--- src/rtl/beo_pkg.sv ---
package beo_pkg;
  // Values after reset
  localparam logic BEO_PREV_RST = 1'b0;
  localparam logic BEO_BIT_RST = 1'b0;
  // Default number of edge and latch instances
  localparam int BEO_N_EDGE = 4;
  localparam int BEO_N_LATCH = 4;
  // Operation select for a set/clear/coil slot
  typedef enum logic [1:0] {
    BEO_OP_SET = 2'b00,
    BEO_OP_CLR = 2'b01,
    BEO_OP_OUT = 2'b10,
    BEO_OP_OUTN = 2'b11
  } beo_op_type;
endpackage : beo_pkg

--- src/rtl/beo_edge_if.sv ---
`timescale 1ns/1ps
`default_nettype none
// Carrier for one bank of edge detectors
interface beo_edge_if #(parameter int N = 4);
  logic [N-1:0] cond;
  logic [N-1:0] enable;
  logic [N-1:0] falling;
  logic [N-1:0] pulse;
  modport core (input cond, input enable, input falling, output pulse);
  modport user (output cond, output enable, output falling, input pulse);
endinterface : beo_edge_if
`default_nettype wire

--- src/rtl/beo_edge.sv ---
`timescale 1ns/1ps
`default_nettype none
module beo_edge import beo_pkg::*; #(
  parameter int N = BEO_N_EDGE
) (
  // Clock and reset
  input wire logic clk_i,
  input wire logic rst_i,
  // Bank
  beo_edge_if.core eif
);
  // ==========================================================
  // Edge memory, one detector per instance
  logic [N-1:0] prev_r;
  logic [N-1:0] prev_nxt;
  logic [N-1:0] pul_r;
  logic [N-1:0] pul_nxt;
  genvar g;
  generate
    for (g = 0; g < N; g++) begin : g_det
      // Disabled: hold memory, so the compare resumes after release
      always_comb begin
        prev_nxt[g] = eif.enable[g] ? eif.cond[g] : prev_r[g];
        if (!eif.enable[g]) begin
          pul_nxt[g] = pul_r[g];
        end else if (eif.falling[g]) begin
          pul_nxt[g] = prev_r[g] & ~eif.cond[g];
        end else begin
          pul_nxt[g] = ~prev_r[g] & eif.cond[g];
        end
      end
    end
  endgenerate
  // Registers
  always_ff @(posedge clk_i or posedge rst_i) begin
    if (rst_i) begin
      prev_r <= '0;
      pul_r <= '0;
    end else begin
      prev_r <= prev_nxt;
      pul_r <= pul_nxt;
    end
  end
  assign eif.pulse = pul_r;
  // ==========================================================
  // Checks
  a_pulse_one_scan: assert property (@(posedge clk_i) disable iff (rst_i)
    (pul_r != '0) ##1 ($past(eif.enable) == {N{1'b1}}) |-> ((pul_r & $past(pul_r)) == '0))
    else $error("edge pulse longer than one scan");
  a_prev_hold: assert property (@(posedge clk_i) disable iff (rst_i)
    (eif.enable == '0) |=> (prev_r == $past(prev_r)))
    else $error("edge memory changed while disabled");
  c_rise: cover property (@(posedge clk_i) disable iff (rst_i) pul_r[0] && !eif.falling[0]);
endmodule : beo_edge
`default_nettype wire

--- src/rtl/beo_latch.sv ---
`timescale 1ns/1ps
`default_nettype none
module beo_latch import beo_pkg::*; #(
  parameter int N = BEO_N_LATCH
) (
  // Clock and reset
  input wire logic clk_i,
  input wire logic rst_i,
  // Latch inputs
  input wire logic [N-1:0] set_i,
  input wire logic [N-1:0] rst_in_i,
  input wire logic [N-1:0] enable_i,
  // Latch bits
  output logic [N-1:0] q_o
);
  // ==========================================================
  // Latching relays; reset wins when both inputs are on
  logic [N-1:0] q_r;
  logic [N-1:0] q_nxt;
  genvar g;
  generate
    for (g = 0; g < N; g++) begin : g_lat
      always_comb begin
        if (!enable_i[g]) begin
          q_nxt[g] = q_r[g];
        end else if (rst_in_i[g]) begin
          q_nxt[g] = 1'b0;
        end else if (set_i[g]) begin
          q_nxt[g] = 1'b1;
        end else begin
          q_nxt[g] = q_r[g];
        end
      end
    end
  endgenerate
  always_ff @(posedge clk_i or posedge rst_i) begin
    if (rst_i) begin
      q_r <= '0;
    end else begin
      q_r <= q_nxt;
    end
  end
  assign q_o = q_r;
  a_latch_reset_wins: assert property (@(posedge clk_i) disable iff (rst_i)
    (enable_i[0] && rst_in_i[0]) |=> !q_r[0])
    else $error("latch not cleared by reset input");
  a_latch_hold_off: assert property (@(posedge clk_i) disable iff (rst_i)
    (!enable_i[0]) |=> (q_r[0] == $past(q_r[0])))
    else $error("latch changed while interlocked");
  c_latch_set: cover property (@(posedge clk_i) disable iff (rst_i) $rose(q_r[0]));
endmodule : beo_latch
`default_nettype wire

--- src/rtl/beo_top.sv ---
`timescale 1ns/1ps
`default_nettype none
module beo_top import beo_pkg::*; #(
  parameter int NE = BEO_N_EDGE,
  parameter int NL = BEO_N_LATCH,
  parameter int NB = 4
) (
  // Clock and reset
  input wire logic clk_i,
  input wire logic rst_i,
  // Scan strobe: one pulse per program scan
  input wire logic scan_i,
  // Edge instances
  input wire logic [NE-1:0] edge_cond_i,
  input wire logic [NE-1:0] edge_en_i,
  input wire logic [NE-1:0] edge_fall_i,
  // Latch instances
  input wire logic [NL-1:0] lat_set_i,
  input wire logic [NL-1:0] lat_rst_i,
  input wire logic [NL-1:0] lat_en_i,
  input wire logic [NL-1:0] lat_retain_i,
  // Power restart: clear non-retentive latches only
  input wire logic restart_i,
  // Bit slots
  input wire logic [NB-1:0] bit_cond_i,
  input wire logic [NB-1:0] bit_en_i,
  input wire logic [2*NB-1:0] bit_op_i,
  // Results
  output logic [NE-1:0] edge_pulse_o,
  output logic [NL-1:0] lat_q_o,
  output logic [NB-1:0] bit_q_o
);
  // ==========================================================
  // Scan gating: instances act only on a scan strobe, except restart clearing non-retentive latches
  beo_edge_if #(.N(NE)) eif ();
  assign eif.cond = edge_cond_i;
  assign eif.enable = edge_en_i & {NE{scan_i}};
  assign eif.falling = edge_fall_i;
  beo_edge #(.N(NE)) u_edge (
    .clk_i(clk_i),
    .rst_i(rst_i),
    .eif(eif)
  );
  assign edge_pulse_o = eif.pulse;
  // ==========================================================
  // Latches; restart pulls non-retentive ones through reset input
  logic [NL-1:0] lat_q;
  logic [NL-1:0] lat_r_eff;
  logic [NL-1:0] lat_e_eff;
  assign lat_r_eff = lat_rst_i | (~lat_retain_i & {NL{restart_i}});
  assign lat_e_eff = (lat_en_i & {NL{scan_i}}) | (~lat_retain_i & {NL{restart_i}});
  beo_latch #(.N(NL)) u_latch (
    .clk_i(clk_i),
    .rst_i(rst_i),
    .set_i(lat_set_i),
    .rst_in_i(lat_r_eff),
    .enable_i(lat_e_eff),
    .q_o(lat_q)
  );
  assign lat_q_o = lat_q;
  // ==========================================================
  // Set, clear and coil slots; no flag outputs exist at all
  logic [NB-1:0] bit_r;
  logic [NB-1:0] bit_nxt;
  genvar g;
  generate
    for (g = 0; g < NB; g++) begin : g_bit
      beo_op_type op;
      assign op = beo_op_type'(bit_op_i[2*g +: 2]);
      always_comb begin
        bit_nxt[g] = bit_r[g];
        if (scan_i && bit_en_i[g]) begin
          case (op)
            BEO_OP_SET: bit_nxt[g] = bit_cond_i[g] ? 1'b1 : bit_r[g];
            BEO_OP_CLR: bit_nxt[g] = bit_cond_i[g] ? 1'b0 : bit_r[g];
            BEO_OP_OUT: bit_nxt[g] = bit_cond_i[g];
            BEO_OP_OUTN: bit_nxt[g] = ~bit_cond_i[g];
            default: bit_nxt[g] = bit_r[g];
          endcase
        end else if (scan_i && (op == BEO_OP_OUT || op == BEO_OP_OUTN)) begin
          // Interlocked coil turns off; set/clear hold
          bit_nxt[g] = 1'b0;
        end
      end
    end
  endgenerate
  always_ff @(posedge clk_i or posedge rst_i) begin
    if (rst_i) begin
      bit_r <= '0;
    end else begin
      bit_r <= bit_nxt;
    end
  end
  assign bit_q_o = bit_r;
  a_set_forces_on: assert property (@(posedge clk_i) disable iff (rst_i)
    (scan_i && bit_en_i[0] && bit_cond_i[0] && bit_op_i[1:0] == BEO_OP_SET) |=> bit_r[0])
    else $error("set did not force bit on");
  a_clear_forces_off: assert property (@(posedge clk_i) disable iff (rst_i)
    (scan_i && bit_en_i[0] && bit_cond_i[0] && bit_op_i[1:0] == BEO_OP_CLR) |=> !bit_r[0])
    else $error("clear did not force bit off");
  a_setclr_hold: assert property (@(posedge clk_i) disable iff (rst_i)
    (!bit_en_i[0] && !bit_op_i[1]) |=> (bit_r[0] == $past(bit_r[0])))
    else $error("set/clear bit changed while disabled");
  a_coil_follow: assert property (@(posedge clk_i) disable iff (rst_i)
    (scan_i && bit_en_i[0] && bit_op_i[1:0] == BEO_OP_OUTN) |=> (bit_r[0] == !$past(bit_cond_i[0])))
    else $error("inverted coil wrong");
  a_retain_restart: assert property (@(posedge clk_i) disable iff (rst_i)
    (restart_i && lat_retain_i[0] && !(scan_i && lat_en_i[0])) |=> (lat_q[0] == $past(lat_q[0])))
    else $error("retentive latch lost at restart");
  c_coil_on: cover property (@(posedge clk_i) disable iff (rst_i) $rose(bit_r[0]));
endmodule : beo_top
`default_nettype wire

--- config.mk ---
export PLATFORM = sky130hd
export DESIGN_NAME = beo_top
export DESIGN_NICKNAME = d
export VERILOG_FILES = /design/src/rtl/beo_pkg.sv /design/src/rtl/beo_edge_if.sv /design/src/rtl/beo_edge.sv /design/src/rtl/beo_latch.sv /design/src/rtl/beo_top.sv
export SDC_FILE = /design/constraint.sdc
export NUM_CORES = 1
export LEC_CHECK = 0
export ABC_AREA = 1
export BUFFER_PORTS_ARGS = -buffer_cell sky130_fd_sc_hd__buf_2
export CELL_PAD_IN_SITES_DETAIL_PLACEMENT = 2
export CELL_PAD_IN_SITES_GLOBAL_PLACEMENT = 2
export CORE_MARGIN = 8
export CORE_UTILIZATION = 19
export CTS_CLUSTER_SIZE = 30
export DETAILED_ROUTE_END_ITERATION = 8
export PLACE_DENSITY = 0.76
export SYNTH_ARGS = -nofsm -noshare
export SYNTH_HDL_FRONTEND = slang
export SYNTH_SLANG_ARGS = --single-unit
--- constraint.sdc ---
create_clock -name clk_i -period 1 [get_ports clk_i]
set_clock_uncertainty 0.1 [all_clocks]
set_input_delay 0.1 -clock clk_i [delete_from_list [all_inputs] [get_ports clk_i]]
set_output_delay 0.1 -clock clk_i [all_outputs]
set_load 0.005 [all_outputs]
==> run_results.csv <==
group,metric,value,unit
outcome,status,"completed",
routing,via_per_inst,4.41,
yosys,yosysUniqueCellTypes,10,
yosys,synthSimpleGateAreaFrac,0.363,
global_routing,grt_pass1_vias,1264,
worst_setup_path,cp-startpoint,"bit_q_o[0]",
placed_design,place_area,0.00125,mm²
worst_setup_path,r2r_slack,0.14,ns
worst_setup_path,start_kind,"flip-flop",
yosys,ys_seq_area_frac,0.454,
worst_setup_path,r2r_start,"u_edge.prev_r[1]",
timing,fmax,1040,MHz
timing,slew_viol_final,0,
power,power_frac_seq,0.465,
floorplanning,die_h,84.1,µm
floorplanning,std_cell_rows,24,
yosys,syn-num-nets,176,
routing,firstDrtPassIters,3,
layout,syn2layout_area_growth,49.9,%
timing,final-hold-violation-count,0,
routing,ant_nets,0,
yosys,avgSynthCellArea,6.89,µm²
worst_setup_path,critPathCaptureType,"output pin",
yosys,synth_compound_area_frac,0.0681,
worst_setup_path,crit_chain,"buf_2",
power,power_switching,476,µW
layout,layout_common_cells,"buf_2, nand2_1, nand3_1",
power,p_int,1.19,mW
global_routing,antenna_found_initial,0,
timing,slew_headroom,0.847,
worst_setup_path,path_class,"reg -> out",
worst_setup_path,cp_slowest_cell,"dfrtp_1",
timing,finalCritPeriodShare,0.964,
yosys,synth_top_family_by_area,"simple AND/OR/NAND/NOR gates",
timing,setup_slack,0.0359,ns
timing,grt_setup_unrepaired,"true",
timing,tightest_slew,0.229,ns
power,p_per_area,1260,mW/mm²
worst_setup_path,arrival,0.76,ns
worst_setup_path,endpoint,"bit_q_o[0]",
yosys,synthMuxAreaShare,0,
global_routing,grt.total_usage,0.0986,
yosys,yosys_warnings,0,
power,swShare,0.286,
yosys,synth_area,882,µm²
placed_design,dp.cells,239,
clocking,clk_transition_reported_paths,0.06,ns
yosys,yosys.area_share.adder,0,
layout,final_area,0.00132,mm²
timing,setup_violations,0,
floorplanning,die_area,0.00708,mm²
routing,wl,3.50,mm
yosys,ys_ff_latch,16,
global_routing,grt_first_pass_wirelength,5.85,mm
power,p_leak,0.800,nW
worst_setup_path,crit_family,"flip-flops",
power,comb_power_share,0.241,
worst_setup_path,crit_buf_inv,1,
worst_setup_path,cp_max_fo,2,
floorplanning,die_w,84.1,µm
hold_path,hp-class,"in -> reg",
layout,antenna_cells,0,
worst_setup_path,required,0.80,ns
job,drv_cap,0,
layout,drive_above_1_share,0.332,
placed_design,gp_congestion,0.733,
routing,drc,0,
timing,post-route-min-period,0.964,ns
clocking,clock-root-buffer,"clkbuf_8",
global_routing,grt_max_degree,17,
placed_design,dpl.hpwl,2.93,mm
worst_setup_path,rr_worst_depth,4,
power,peakVddDrop,0.000375,V
clocking,htreeDepth,1,
floorplanning,start_util,0.200,
yosys,synthCells,128,
placed_design,pre_cts_ws,0.0521,ns
floorplanning,io_pins,60,
layout,finalNonFillerCells,245,
routing,wl_per_cell,14.3,µm
clocking,numCtsBuffers,3,
clocking,cts_buffer_depth,2,
placed_design,numPortBuffers,59,
global_routing,grt-ovfl-total,0,
layout,final_common_cell,"buf_2",
layout,fin_nets,243,
worst_setup_path,r2r-end,"u_edge.eif.pulse[1]",
routing,initialDrtViolationCount,20,
routing,route.vias.total,1081,
yosys,synth-xor-area-share,0,
worst_setup_path,path_depth,1,
clocking,insertion_delay,0.24,ns
clocking,cts_tree,"done",
floorplanning,coreArea,0.00441,mm²
worst_setup_path,slowest_delay,0.39,ns
power,p_clk_frac,0.293,
clocking,clock-sinks,16,
-- synth_stat cells --
| cell type | n | area [µm²] |
|---|---|---|
| nor2_1 | 8 | 30.0 |
| dfrtp_1 | 16 | 400 |
| o21ai_1 | 4 | 20.0 |
| buf_6 | 1 | 11.3 |
| inv_1 | 22 | 82.6 |
| nand2_1 | 40 | 150 |
| a21oi_1 | 4 | 20.0 |
| o21ai_0 | 4 | 20.0 |
| nand3_1 | 28 | 140 |
| buf_4 | 1 | 7.51 |
-- state kept, by name, indices dropped and copies added, names as in the netlist --
name	flops
bit_q_o	4
u_edge.eif.pulse	4
u_edge.prev_r	4
u_latch.q_o	4
-- worst min-delay path by stage --
| stage | startpoint | end | slack [ns] | cells after the start |
|---|---|---|---|---|
| 2_1_floorplan | rst_i | bit_q_o[0] | -0.09 | 1 |
| 3_3_place_gp | rst_i | u_latch.q_o[3] | 0.03 | 3 |
| 3_5_place_dp | rst_i | u_edge.eif.pulse[2] | 0.03 | 3 |
| 4_1_cts | lat_retain_i[0] | u_latch.q_o[0] | 0.01 | 3 |
| 5_1_grt | lat_retain_i[0] | u_latch.q_o[0] | 0.02 | 3 |
| 6_report | lat_retain_i[0] | u_latch.q_o[0] | 0.01 | 3 |
-- what timing repair did --
item                                    4_1_cts  5_1_grt
hold buffers                                  3        0
buffers inserted                              0        0
endpoints found under the setup margin        0        2
resized for setup                             0        0
hold endpoints to repair                     18        0
-- layer usage --
metal | up-vias | track usage | wire length (µm)
met4 | 0 | 0.0188 | 15
met5 | - | 0 | 0
met1 | 506 | 0.117 | 1580
li1 | 530 | - | -
met2 | 43 | 0.168 | 1600
met3 | 2 | 0.0338 | 304
-- per-stage QoR --
stage	total power [mW]	hold WS, ns	utilization	TNS, ns
after floorplan	0.951	-0.0863	-	0
after global placement	1.17	0.0261	0.283	0
after detailed placement	1.19	0.0295	0.283	0
after CTS	1.71	0.0107	0.300	0
after global routing	1.79	0.0249	0.300	-0.00892
final	1.66	0.0143	0.300	0
-- cell families (layout without fill, tap and decap cells) --
logic type	after synthesis	after routing
DFF	16	16
and+or+nand+nor	76	76
buffers and inverters	24	89
AOI/OAI and AO/OA	12	12
-- area by class of cell --
| cell class | count | area [µm²] |
|---|---|---|
| flip-flops and latches | 16 | 400 |
| inverters | 22 | 82.6 |
| repair buffers | 64 | 353 |
| multi-input cells | 88 | 380 |
| clock buffers | 3 | 41.3 |
| well taps | 52 | 65.1 |
| fillers | 555 | 3090 |
-- power by group through the flow --
| stage | clock network (mW) | logic (mW) | registers (mW) |
|---|---|---|---|
| after floorplan | 0 | 0.167 | 0.784 |
| after global placement | 0 | 0.385 | 0.787 |
| after detailed placement | 0 | 0.403 | 0.789 |
| after CTS | 0.521 | 0.414 | 0.776 |
| after global routing | 0.537 | 0.463 | 0.786 |
| final | 0.488 | 0.401 | 0.774 |
Note: power is estimated with default switching activity, not from simulation.
